<file path="config.mk">
export PLATFORM = sky130hd
export DESIGN_NAME = ufr_frame_regs
export DESIGN_NICKNAME = d
export VERILOG_FILES = /design/src/hw/ufr_pkg.sv /design/src/hw/ufr_frame_regs.sv
export SDC_FILE = /design/constraint.sdc
export NUM_CORES = 1
export LEC_CHECK = 0
export BUFFER_PORTS_ARGS = -buffer_cell sky130_fd_sc_hd__clkbuf_2
export CORE_ASPECT_RATIO = 1.1
export CORE_MARGIN = 10
export CORE_UTILIZATION = 58
export CTS_BUF_LIST = sky130_fd_sc_hd__clkbuf_16
export DETAILED_ROUTE_END_ITERATION = 8
export GPL_TIMING_DRIVEN = 0
export HOLD_SLACK_MARGIN = 0.05
export PLACE_DENSITY = 0.93
export REMOVE_ABC_BUFFERS = 1
export SYNTH_ARGS = -nofsm -noshare
export SYNTH_HDL_FRONTEND = slang
export SYNTH_SLANG_ARGS = --single-unit
export TNS_END_PERCENT = 1
</file>
<file path="constraint.sdc">
create_clock -name sys_clk -period 5.99 [get_ports sys_clk]
set_input_delay 1.198 -clock sys_clk [delete_from_list [all_inputs] [get_ports sys_clk]]
set_output_delay 1.198 -clock sys_clk [all_outputs]
set_load 0.1 [all_outputs]
</file>
<file path="src/hw/ufr_pkg.sv">
// Purpose: Constants for the frame timing and list pointer register block
// Assumes: 32-bit AHB-Lite register access, word aligned
// Notes: Offsets are byte addresses within the controller window
package ufr_pkg;
  // ----------------------------------------------------------------
  // Register offsets
  // ----------------------------------------------------------------
  localparam logic [11:0] OFS_BULK_CUR = 12'h52c;
  localparam logic [11:0] OFS_DONE_HEAD = 12'h530;
  localparam logic [11:0] OFS_FRAME_PERIOD = 12'h534;
  localparam logic [11:0] OFS_FRAME_LEFT = 12'h538;
  localparam logic [11:0] OFS_FRAME_COUNT = 12'h53c;
  localparam logic [11:0] OFS_PERIODIC_START = 12'h540;
  localparam logic [11:0] OFS_SLOW_CUTOFF = 12'h544;
  localparam logic [11:0] OFS_HUB_DESC_A = 12'h548;
  // ----------------------------------------------------------------
  // Field positions and widths
  // ----------------------------------------------------------------
  localparam int PTR_LSB = 4;
  localparam int INTERVAL_W = 14;
  localparam int LDP_LSB = 16;
  localparam int LDP_MSB = 30;
  localparam int TOGGLE_BIT = 31;
  localparam int FCOUNT_W = 16;
  localparam int CUTOFF_W = 12;
  localparam int PSM_BIT = 8;
  localparam int NUM_PORTS = 2;
  // Writable bits of hub descriptor A: 31:24, 12, 11, 9, 8
  localparam logic [31:0] HUB_A_WMASK = 32'hff001b00;
  // ----------------------------------------------------------------
  // Reset values
  // ----------------------------------------------------------------
  localparam logic [13:0] FRAME_INTERVAL_NOMINAL = 14'h2edf;
  localparam logic [13:0] PERIODIC_START_RST = 14'h0000;
  localparam logic [11:0] CUTOFF_RST = 12'h000;
  localparam logic [7:0] DOWNSTREAM_PORTS = 8'h02;
  localparam logic [31:0] HUB_A_RST = 32'h00000000;
  localparam logic [15:0] FCOUNT_RST = 16'h0000;
  // ----------------------------------------------------------------
  // Frame start sequence
  // ----------------------------------------------------------------
  typedef enum logic [1:0] {FS_IDLE, FS_SOF, FS_STORE} ufr_fseq_e;
endpackage
</file>
<file path="src/hw/ufr_frame_regs.sv">
// Purpose: Bulk pointer, done queue head, frame timing and hub descriptor A
// Assumes: Side-band inputs come from controller logic on sys_clk
// Notes: AHB-Lite slave answers with zero wait states
//
// Overview of operation
// - Bulk pointer advances per served descriptor; at list end reloads head if filled.
// - Bulk pointer resets to zero; zero marks end of bulk list.
// - Completed descriptor gets old done head as link; head becomes its address.
// - Writing done head to common memory clears it and flags writeback event.
// - Frame interval holds bit times per frame, nominally 11999.
// - Host controller reset restores nominal interval; software may save and restore.
// - Largest packet value loads into a counter at each frame start.
// - Frame time left counts down per bit time, reloads interval after zero.
// - Entering operational state reloads frame time left from the interval.
// - Frame time left toggle copies interval marker whenever count reaches zero.
// - Frame count increments on each reload and wraps after ffff.
// - Frame count increments on entering operational state.
// - After increment and start-of-frame, store frame count, then flag event.
// - Periodic start clears on reset and is set by software.
// - From periodic start point on, periodic lists take priority.
// - Slow transfer starts only if frame time left is at least cutoff.
// - Slow transfer cutoff may not change once it has been set.
// - Hub registers take whole word accesses, descriptor A writable always.
// - Downstream port count reads two and is read-only.
// - Power mode selects ganged or per-port power with mask selection.
`timescale 1ns/1ps
`default_nettype none
module ufr_frame_regs (
  input wire logic sys_clk,
  input wire logic resetn,
  // AHB-Lite slave
  input wire logic hsel,
  input wire logic [31:0] haddr,
  input wire logic [1:0] htrans,
  input wire logic hwrite,
  input wire logic [2:0] hsize,
  input wire logic [31:0] hwdata,
  input wire logic hready,
  output logic hreadyout,
  output logic hresp,
  output logic [31:0] hrdata,
  // Controller side-band
  input wire logic bit_tick,
  input wire logic hc_reset_cmd,
  input wire logic enter_operational,
  input wire logic bulk_list_enable,
  input wire logic bulk_list_filled,
  input wire logic [31:0] bulk_list_head_pointer,
  input wire logic ed_served,
  input wire logic [31:0] next_ed_addr,
  input wire logic bulk_list_end,
  input wire logic td_done,
  input wire logic [31:0] td_addr,
  input wire logic done_head_store,
  input wire logic sof_sent,
  input wire logic frame_store_ack,
  input wire logic xfer_bit_active,
  input wire logic global_power_set,
  input wire logic global_power_clear,
  input wire logic [1:0] port_power_set,
  input wire logic [1:0] port_power_clear,
  input wire logic [1:0] port_power_mask,
  output logic bulk_filled_clear,
  output logic [31:0] next_descriptor_link,
  output logic link_write,
  output logic writeback_done_event,
  output logic sof_request,
  output logic frame_store_req,
  output logic [15:0] frame_store_value,
  output logic sof_event,
  output logic ed_fetch_hold,
  output logic periodic_priority,
  output logic slow_transfer_ok,
  output logic [14:0] largest_packet_count,
  output logic [1:0] port_powered
);
  // ----------------------------------------------------------------
  // State
  // ----------------------------------------------------------------
  logic [31:4] bulk_cur_q;
  logic [31:4] done_head_q;
  logic [13:0] interval_q;
  logic [14:0] ldp_q;
  logic itoggle_q;
  logic [13:0] left_q;
  logic ltoggle_q;
  logic [15:0] fcount_q;
  logic [13:0] pstart_q;
  logic [11:0] cutoff_q;
  logic cutoff_set_q;
  logic [31:0] hub_a_q;
  logic wr_pend_q;
  logic [11:0] wr_addr_q;
  logic frame_edge;
  logic [31:0] rd_mux;
  logic addr_phase;
  logic wr_hit;
  ufr_pkg::ufr_fseq_e fseq_q;

  // ----------------------------------------------------------------
  // Bus slave
  // ----------------------------------------------------------------
  assign addr_phase = hsel && hready && htrans[1];
  // Sub-word writes are dropped so hub registers only change as dwords
  always_ff @(posedge sys_clk) begin
    if (!resetn) begin
      wr_pend_q <= 1'b0;
      wr_addr_q <= 12'h000;
    end else begin
      wr_pend_q <= addr_phase && hwrite && (hsize == 3'b010);
      wr_addr_q <= {haddr[11:2], 2'b00};
    end
  end

  always_comb begin
    rd_mux = 32'h00000000;
    case ({haddr[11:2], 2'b00})
      ufr_pkg::OFS_BULK_CUR: rd_mux = {bulk_cur_q, 4'h0};
      ufr_pkg::OFS_DONE_HEAD: rd_mux = {done_head_q, 4'h0};
      ufr_pkg::OFS_FRAME_PERIOD: rd_mux = {itoggle_q, ldp_q, 2'b00, interval_q};
      ufr_pkg::OFS_FRAME_LEFT: rd_mux = {ltoggle_q, 17'h00000, left_q};
      ufr_pkg::OFS_FRAME_COUNT: rd_mux = {16'h0000, fcount_q};
      ufr_pkg::OFS_PERIODIC_START: rd_mux = {18'h00000, pstart_q};
      ufr_pkg::OFS_SLOW_CUTOFF: rd_mux = {20'h00000, cutoff_q};
      ufr_pkg::OFS_HUB_DESC_A: rd_mux = (hub_a_q & ufr_pkg::HUB_A_WMASK) | {24'h000000, ufr_pkg::DOWNSTREAM_PORTS};
      default: rd_mux = 32'h00000000;
    endcase
  end

  always_ff @(posedge sys_clk) begin
    if (!resetn) begin
      hrdata <= 32'h00000000;
      hreadyout <= 1'b1;
      hresp <= 1'b0;
    end else begin
      hrdata <= (addr_phase && !hwrite) ? rd_mux : 32'h00000000;
      hreadyout <= 1'b1;
      hresp <= 1'b0;
    end
  end

  assign wr_hit = wr_pend_q;

  // ----------------------------------------------------------------
  // Bulk list pointer and done queue
  // ----------------------------------------------------------------
  always_ff @(posedge sys_clk) begin
    if (!resetn) begin
      bulk_cur_q <= 28'h0000000;
      bulk_filled_clear <= 1'b0;
    end else begin
      bulk_filled_clear <= 1'b0;
      if (bulk_list_end) begin
        if (bulk_list_filled) begin
          bulk_cur_q <= bulk_list_head_pointer[31:4];
          bulk_filled_clear <= 1'b1;
        end
      end else if (ed_served) begin
        bulk_cur_q <= next_ed_addr[31:4];
      end else if (wr_hit && wr_addr_q == ufr_pkg::OFS_BULK_CUR && !bulk_list_enable) begin
        bulk_cur_q <= hwdata[31:4];
      end
    end
  end

  // A completion in the same cycle as a store wins: its address is the new head
  always_ff @(posedge sys_clk) begin
    if (!resetn) begin
      done_head_q <= 28'h0000000;
      next_descriptor_link <= 32'h00000000;
      link_write <= 1'b0;
      writeback_done_event <= 1'b0;
    end else begin
      link_write <= td_done;
      writeback_done_event <= done_head_store;
      if (td_done) begin
        next_descriptor_link <= {done_head_q, 4'h0};
        done_head_q <= td_addr[31:4];
      end else if (done_head_store) begin
        done_head_q <= 28'h0000000;
      end
    end
  end

  // ----------------------------------------------------------------
  // Frame period setting and static registers
  // ----------------------------------------------------------------
  always_ff @(posedge sys_clk) begin
    if (!resetn || hc_reset_cmd) begin
      interval_q <= ufr_pkg::FRAME_INTERVAL_NOMINAL;
      ldp_q <= 15'h0000;
      itoggle_q <= 1'b0;
    end else if (wr_hit && wr_addr_q == ufr_pkg::OFS_FRAME_PERIOD) begin
      interval_q <= hwdata[13:0];
      ldp_q <= hwdata[ufr_pkg::LDP_MSB:ufr_pkg::LDP_LSB];
      itoggle_q <= hwdata[ufr_pkg::TOGGLE_BIT];
    end
  end

  always_ff @(posedge sys_clk) begin
    if (!resetn) begin
      pstart_q <= ufr_pkg::PERIODIC_START_RST;
    end else if (wr_hit && wr_addr_q == ufr_pkg::OFS_PERIODIC_START) begin
      pstart_q <= hwdata[13:0];
    end
  end

  // Write-once: later writes are dropped so the cutoff cannot drift
  always_ff @(posedge sys_clk) begin
    if (!resetn) begin
      cutoff_q <= ufr_pkg::CUTOFF_RST;
      cutoff_set_q <= 1'b0;
    end else if (wr_hit && wr_addr_q == ufr_pkg::OFS_SLOW_CUTOFF && !cutoff_set_q) begin
      cutoff_q <= hwdata[11:0];
      cutoff_set_q <= 1'b1;
    end
  end

  always_ff @(posedge sys_clk) begin
    if (!resetn) begin
      hub_a_q <= ufr_pkg::HUB_A_RST;
    end else if (wr_hit && wr_addr_q == ufr_pkg::OFS_HUB_DESC_A) begin
      hub_a_q <= hwdata & ufr_pkg::HUB_A_WMASK;
    end
  end

  // ----------------------------------------------------------------
  // Frame timing
  // ----------------------------------------------------------------
  assign frame_edge = bit_tick && (left_q == 14'h0000);

  always_ff @(posedge sys_clk) begin
    if (!resetn) begin
      left_q <= 14'h0000;
      ltoggle_q <= 1'b0;
      fcount_q <= ufr_pkg::FCOUNT_RST;
    end else if (enter_operational) begin
      left_q <= interval_q;
      fcount_q <= fcount_q + 16'h0001;
    end else if (frame_edge) begin
      left_q <= interval_q;
      ltoggle_q <= itoggle_q;
      fcount_q <= fcount_q + 16'h0001;
    end else if (bit_tick) begin
      left_q <= left_q - 14'h0001;
    end
  end

  // Counter runs only while a transaction moves bits on the wire
  always_ff @(posedge sys_clk) begin
    if (!resetn) begin
      largest_packet_count <= 15'h0000;
    end else if (frame_edge || enter_operational) begin
      largest_packet_count <= ldp_q;
    end else if (bit_tick && xfer_bit_active && largest_packet_count != 15'h0000) begin
      largest_packet_count <= largest_packet_count - 15'h0001;
    end
  end

  always_ff @(posedge sys_clk) begin
    if (!resetn) begin
      periodic_priority <= 1'b0;
      slow_transfer_ok <= 1'b0;
    end else begin
      if (frame_edge || enter_operational) begin
        periodic_priority <= 1'b0;
      end else if (bit_tick && left_q == pstart_q) begin
        periodic_priority <= 1'b1;
      end
      slow_transfer_ok <= ({2'b00, left_q} >= {4'h0, cutoff_q}) || (left_q[13:12] != 2'b00);
    end
  end

  // ----------------------------------------------------------------
  // Frame start sequence
  // ----------------------------------------------------------------
  // Descriptor fetch is held off until the count reaches common memory
  always_ff @(posedge sys_clk) begin
    if (!resetn) begin
      fseq_q <= ufr_pkg::FS_IDLE;
      sof_request <= 1'b0;
      frame_store_req <= 1'b0;
      frame_store_value <= 16'h0000;
      sof_event <= 1'b0;
      ed_fetch_hold <= 1'b0;
    end else begin
      sof_request <= 1'b0;
      frame_store_req <= 1'b0;
      sof_event <= 1'b0;
      case (fseq_q)
        ufr_pkg::FS_IDLE: begin
          if (frame_edge || enter_operational) begin
            sof_request <= 1'b1;
            ed_fetch_hold <= 1'b1;
            fseq_q <= ufr_pkg::FS_SOF;
          end
        end
        ufr_pkg::FS_SOF: begin
          if (sof_sent) begin
            frame_store_req <= 1'b1;
            frame_store_value <= fcount_q;
            fseq_q <= ufr_pkg::FS_STORE;
          end
        end
        ufr_pkg::FS_STORE: begin
          if (frame_store_ack) begin
            sof_event <= 1'b1;
            ed_fetch_hold <= 1'b0;
            fseq_q <= ufr_pkg::FS_IDLE;
          end
        end
        default: fseq_q <= ufr_pkg::FS_IDLE;
      endcase
    end
  end

  // ----------------------------------------------------------------
  // Port power
  // ----------------------------------------------------------------
  genvar gp;
  generate
    for (gp = 0; gp < ufr_pkg::NUM_PORTS; gp++) begin : g_port
      logic per_port;
      assign per_port = hub_a_q[ufr_pkg::PSM_BIT] && port_power_mask[gp];
      always_ff @(posedge sys_clk) begin
        if (!resetn) begin
          port_powered[gp] <= 1'b0;
        end else if (per_port) begin
          if (port_power_set[gp]) begin
            port_powered[gp] <= 1'b1;
          end else if (port_power_clear[gp]) begin
            port_powered[gp] <= 1'b0;
          end
        end else if (global_power_set) begin
          port_powered[gp] <= 1'b1;
        end else if (global_power_clear) begin
          port_powered[gp] <= 1'b0;
        end
      end
    end
  endgenerate

  // ----------------------------------------------------------------
  // Checks
  // ----------------------------------------------------------------
  a_bulk_reload: assert property (@(posedge sys_clk) disable iff (!resetn)
    bulk_list_end && bulk_list_filled |=> bulk_cur_q == $past(bulk_list_head_pointer[31:4]) && bulk_filled_clear)
    else $error("bulk pointer not reloaded from head");
  a_bulk_locked: assert property (@(posedge sys_clk) disable iff (!resetn)
    bulk_list_enable && !ed_served && !bulk_list_end |=> $stable(bulk_cur_q))
    else $error("bulk pointer changed while list enabled");
  a_done_link: assert property (@(posedge sys_clk) disable iff (!resetn)
    td_done |=> next_descriptor_link[31:4] == $past(done_head_q) && done_head_q == $past(td_addr[31:4]))
    else $error("done queue link order wrong");
  a_done_clear: assert property (@(posedge sys_clk) disable iff (!resetn)
    done_head_store && !td_done |=> done_head_q == 28'h0000000 && writeback_done_event)
    else $error("done head not cleared on store");
  a_interval_nominal: assert property (@(posedge sys_clk) disable iff (!resetn)
    hc_reset_cmd |=> interval_q == 14'h2edf)
    else $error("interval not nominal after controller reset");
  a_left_reload: assert property (@(posedge sys_clk) disable iff (!resetn)
    frame_edge && !enter_operational |=> left_q == $past(interval_q) && ltoggle_q == $past(itoggle_q))
    else $error("frame time left reload wrong");
  a_count_step: assert property (@(posedge sys_clk) disable iff (!resetn)
    frame_edge |=> fcount_q == $past(fcount_q) + 16'h0001)
    else $error("frame count did not step");
  a_sof_order: assert property (@(posedge sys_clk) disable iff (!resetn)
    frame_store_req |-> ed_fetch_hold && !sof_event)
    else $error("frame store outside hold window");
  a_cutoff_fixed: assert property (@(posedge sys_clk) disable iff (!resetn)
    cutoff_set_q |=> $stable(cutoff_q))
    else $error("slow cutoff changed after set");
  a_port_count: assert property (@(posedge sys_clk) disable iff (!resetn)
    addr_phase && !hwrite && {haddr[11:2], 2'b00} == 12'h548 |=> hrdata[7:0] == 8'h02)
    else $error("port count not two");
  c_bulk_reload: cover property (@(posedge sys_clk) bulk_list_end && bulk_list_filled);
  c_frame_wrap: cover property (@(posedge sys_clk) frame_edge && fcount_q == 16'hffff);
  c_sof_done: cover property (@(posedge sys_clk) sof_event);
  c_priority: cover property (@(posedge sys_clk) $rose(periodic_priority));
endmodule
`default_nettype wire

</file>
After elaboration in Yosys (flattened, before gate mapping). Index checks and enable logic that the tools add are counted.

Mux-type cells: 33. Bitwise gates (word level): 2. $add $sub $neg: 3. Reduce and logical (&&, ||, !) cells: 50. Divide/modulo/power cells: 0. Shift-type cells: 0. Multipliers: 0. Equal/unequal tests: 23. $lt $le $gt $ge: 1.

Operators by type and width (count): one-hot mux 32 bit (8 select lines) (1); 2-to-1 mux 28 bit (6); equality test 10 x 9 -> 1 bit (second input constant) (8); equality test 12 x 11 -> 1 bit (second input constant) (5); 2-to-1 mux 14 bit (3); 2-to-1 mux 16 bit (2); 2-to-1 mux 15 bit (2); AND reduction 2 bit (10); logical AND 1 bit (18); adder 16 x 1 -> 16 bit (second input constant) (1); nonzero test 15 bit (1); subtractor 15 x 1 -> 15 bit (second input constant) (1); equality test 14 bit (1); greater-or-equal comparator 14 x 12 -> 1 bit (1); logical NOT 14 bit (1); 2-to-1 mux 1 bit (14); subtractor 14 x 1 -> 14 bit (second input constant) (1); nonzero test 3 bit (4); nonzero test 2 bit (5); inequality test 2 bit (second input constant) (4); 2-to-1 mux 2 bit (3); inequality test 3 bit (second input constant) (2); one-hot mux 2 bit (3 select lines) (1); AND reduction 3 bit (2); other kinds (9) (15).

Flip-flop bits (word level): 273. Word-level logic and storage cells: 143. Input port bits: 190. Memories: 0. Latch bits: 0. ROM bits: 0. Output and inout bits: 108. Bits in writable memories: 0.

Longest topological paths before layout.
Word-level depth: 6. Depth in mapped cells: 9. Depth with buffers taken out: 7.

Worst setup path before layout. OpenSTA, ideal clock, no wires.

Path kind: input to register. Start point: input haddr[9]. End point: register hrdata[30]. Required time: 5.919 ns. Library setup time: 0.071 ns. Data arrival time: 2.851 ns. Path slack: 3.068 ns. Stages: 6. Path buffers: 1. Path through: nor4bb_1 > nand3b_1 > nor3_1 > clkbuf_1 > a22oi_1 > a21oi_1.

Word-level cells in the longest chain between the ends: 2. Elaborated cells between the ends (all ways): 9. Those cells by class: eq/ne (8); mux (1).

RTL lines: start: declaration (RTL line ufr_frame_regs.sv:33) `input wire logic [31:0] haddr,`; equality test 10 x 9 -> 1 bit (RTL line ufr_frame_regs.sv:117) `case ({haddr[11:2], 2'b00})`; one-hot mux 32 bit (8 select lines) * (RTL line ufr_frame_regs.sv:117); end signal: assignment (RTL line ufr_frame_regs.sv:136) `hrdata <= (addr_phase && !hwrite) ? rd_mux : 32'h00000000;`; end: declaration (RTL line ufr_frame_regs.sv:41) `output logic [31:0] hrdata,`.

Every way passes the cells marked *; elsewhere a longest branch is shown, timed or not. A chain may end at the register's enable or synchronous reset.

Final worst setup path.
Start point: input bit_tick. End point: register fcount_q[8].

Word-level cells in the longest chain between the ends: 2.

RTL lines: start: declaration (RTL line ufr_frame_regs.sv:43) `input wire logic bit_tick,`; logical AND 1 bit (RTL line ufr_frame_regs.sv:230) `assign frame_edge = bit_tick && (left_q == 14'h0000);`; nonzero test 2 bit (no source line); end signal: assignment (RTL line ufr_frame_regs.sv:236) `fcount_q <= ufr_pkg::FCOUNT_RST;`; end signal: assignment (RTL line ufr_frame_regs.sv:239) `fcount_q <= fcount_q + 16'h0001;`; end signal: assignment (RTL line ufr_frame_regs.sv:243) `fcount_q <= fcount_q + 16'h0001;`; end: declaration (RTL line ufr_frame_regs.sv:87) `logic [15:0] fcount_q;`.

Every way passes these cells.

==> results by group <==
Worst setup path
  – Crit Path Class: input port to flip-flop
  – CP required: around 6.5 ns
  – Worst-path fanout max: 20
  – CP max stage cell: nor4_4
  – CP max stage delay: roughly 0.98 ns
  – RR Endpoint: fcount_q[8]$_SDFFE_PN0P_
  – FF-to-FF setup slack: 2.56 ns
  – Worst-path cell chain: clkbuf_2, nand4bb_1, nor4_4, o21ai_1, or4_1, a21oi_1
  – Critical Path AT: approximately 4.1 ns
  – CP Capture Type: flip-flop
  – Worst-case reg-to-reg path depth: 7
  – End point of the critical path: fcount_q[8]$_SDFFE_PN0P_
  – Setup crit start: bit_tick
  – Startpoint Class: input port
  – Reg2reg start: left_q[0]$_SDFFE_PN0P_

Clock tree
  – Clk buf depth: 3
  – Clock root cell: clkbuf_16
  – Num Clock Sinks: approximately 270
  – Total CTS buffers: 27
  – Resized Gates After CTS: 0
  – Hold_buf cts: 0
  – Post-CTS Setup Inserts: 0
  – Worst skew pair latency: ~0.55 ns
  – H-Tree Depth: 1
  – Reg clk slew, reported paths: approximately 0.06 ns
  – CTS tree: yes

Drt
  – TritonRoute pass-1 iters: 8
  – DRC viols: 0
  – Wire per inst: between 20 and 25 um
  – Routed Antenna Nets: 0
  – Vias/cell: between 6 and 7
  – Via count of the routed design: 11.79k
  – Final wirelength: ~40000 um
  – DR iter-0 viols: ~1.5k

Floorplanning
  – Starting density of the core: 0.5872
  – Core ar.: 20440 sq um
  – Die span in y: between 150 and 200 um
  – Number of top-level pins: 298
  – Chip Width: 157.2 um
  – Full die area: about 27000 sq um
  – Row cnt: 55

Logic synthesis
  – YS warnings: 0
  – Register area share after synthesis: 0.4520
  – Post-synth top area share: 0.4520
  – Top-count cell post-synth: dfxtp_1
  – Synth top area cells: dfxtp_1 45%, mux2i_1 6.4%, nand2_1 5.1%, a21oi_1 5.0%, nor2_1 4.0%
  – Post-Syn Instances: around 1.4k
  – Synth Register Bits: about 270
  – Syn avg cell area: between 8 and 9 sq um
  – Synth top cells by count: 271 x dfxtp_1, 162 x nand2_1, 127 x nor2_1
  – Cell area after synthesis: about 12000 sq um
  – Post-synth ARST share: 0
  – Area leader, netlist: dfxtp_1
  – Dominant synthesized flop cell: dfxtp_1
  – EDFF count, synth: 0
  – Synth cell types: 64

Timing
  – Min Hold Slack: between 0.4 and 0.5 ns
  – Max Slew Vio Count: 0
  – Slew HR: 0.09191
  – Clk_skew: 0.01046 ns
  – Worst Tran Pin Value: 1.359 ns
  – Hold Violations, Final: 0
  – Final setup vio count: 0
  – Post-layout worst setup margin: between 2 and 2.5 ns
  – Final Cycle Share: 0.6121
  – Tmin final: ~3.7 ns
  – Unrepaired setup endpoints after global routing: no
  – Fmax: approximately 0.27 GHz

Power and ir drop
  – VDD IR max: approximately 0.24 mV
  – P per Cell Area: between 200 and 300 nW/um^2
  – Final Power: between 4 and 5 mW
  – Leakage: between 5 and 6 nW

Global route
  – Overall Global Routing Usage: 0.2826
  – Number of global-route vias before repair: 11.79k
  – Antenna violations before repair: 1
  – Global-route wire length before repair: 61460 um
  – Total congestion overflow: 0
  – Pin count of the biggest net entering global routing: 87

Cells and area
  – Final Util: 0.7047
  – Final nets: approximately 1.8k
  – Seq. cell area: approximately 5400 sq um
  – Final non-filler cell total: 1858
  – Area of the multi-input gates: 6143 sq um
  – Area delta synth->final: 20.02%
  – Layout cells sized above 1: 0.2236
  – Layout fillers: about 1.6k

Run
  – Max-cap violation count: 0

Hold path
  – Worst hold stages: 2
  – Worst hold path class: flip-flop to flip-flop

Placed design
  – Placer Congestion: 0.9542
  – Post-DP HPWL: ~28000 um
  – Buffers on Ports: between 200 and 300
  – DP Cell Count: ~1.8k
  – Setup WS pre-CTS: 1.887 ns

Outcome
  – Status: finished clean
[critical path: cells and delay by family]
family | cells | cell delay [ns]
simple gates | 3 | 1.93
buf+inv | 1 | 0.35
compound gates | 2 | 0.64
[per-stage QoR]
| step | instance area, sq um | setup TNS [ns] |
|---|---|---|
| after floorplan | 11570 | 0 |
| after global placement | 13170 | -126.03 |
| after detailed placement | 13440 | 0 |
| after CTS | 14370 | 0 |
| after global routing | 14400 | 0 |
| final | 14400 | 0 |
[worst min path at each step]
stage | startpoint | to | slack (ns)
6_report | frame_store_value[4]$_SDFFE_PN0P_ | frame_store_value[4]$_SDFFE_PN0P_ | 0.45
5_1_grt | frame_store_value[4]$_SDFFE_PN0P_ | frame_store_value[4]$_SDFFE_PN0P_ | 0.47
4_1_cts | frame_store_value[4]$_SDFFE_PN0P_ | frame_store_value[4]$_SDFFE_PN0P_ | 0.45
3_5_place_dp | frame_store_value[4]$_SDFFE_PN0P_ | frame_store_value[4]$_SDFFE_PN0P_ | 0.45
3_3_place_gp | frame_store_value[14]$_SDFFE_PN0P_ | frame_store_value[14]$_SDFFE_PN0P_ | 0.44
2_1_floorplan | bulk_cur_q[11]$_SDFFE_PN0P_ | bulk_cur_q[11]$_SDFFE_PN0P_ | 0.44
[where the power goes]
group | total (mW) | switching [mW] | internal [mW] | leakage [nW]
Combinational | 0.519 | 0.358 | 0.161 | 3.12
Sequential | 1.91 | 0.0523 | 1.85 | 2.21
Clock | 1.77 | 0.727 | 1.04 | 0.455
Total | 4.19 | 1.14 | 3.06 | 5.78
[area by class of cell]
type,count,share of cell area
multi-input cells,989,0.4265
flip-flops and latches,271,0.3767
repair buffers,270,0.1046
clock buffers,27,0.04691
well taps,256,0.02224
clock inverters,23,0.01729
inverters,21,0.005646
diodes,1,0.0001737
[placed cells by master, fill, tap and decap left out, drive strengths merged, types with 5 or more instances in the layout]
cell type  instances
a21oi            120
a22o              32
or4               11
o211ai             6
a222oi             8
xor2               9
nor2             127
conb               6
ha                15
clkinv            14
or3                8
inv               23
buf               15
mux2i             77
a31oi              5
and3               5
mux2              24
a22oi             39
nand3             83
bufinv             5
nand2b             9
nor3              23
nand4              9
nand2            162
dfxtp            271
or2                5
xnor2             20
o21ai             54
and2              15
a211oi             9
clkbuf           282
nor4              17
o31ai             37
[logic make-up (layout without fill, tap and decap cells)]
group / count (synthesis) / in the layout / share of synthesized area
multiplexers: 101 / 101 / 0.08674
buffers and inverters: 131 / 341 / 0.04358
AND/OR/NAND/NOR: 503 / 503 / 0.2007
XOR/XNOR: 29 / 29 / 0.02116
flip-flops: 271 / 271 / 0.4520
adder cells (fa/ha/maj): 15 / 15 / 0.01564
AO/OA/AOI/OAI: 335 / 335 / 0.1795
other: 2 / 7 / 0.0006258
[registers in the layout (all words and copies together) (netlist names), 12 cells and up]
signal,flops
bulk_cur_q,28
hub_a_q,12
hrdata,32
interval_q,14
left_q,14
largest_packet_count,15
fcount_q,16
done_head_q,28
pstart_q,14
cutoff_q,12
frame_store_value,16
ldp_q,15
next_descriptor_link,28
[layer usage]
metal,up-vias,share of wire,global-route usage
li1,5364,-,-
met1,5548,0.38,0.3396
met2,732,0.47,0.4678
met3,142,0.11,0.06201
met4,0,0.042,0.1416
met5,-,0,0
No activity file was read; power rests on OpenSTA's default activity.
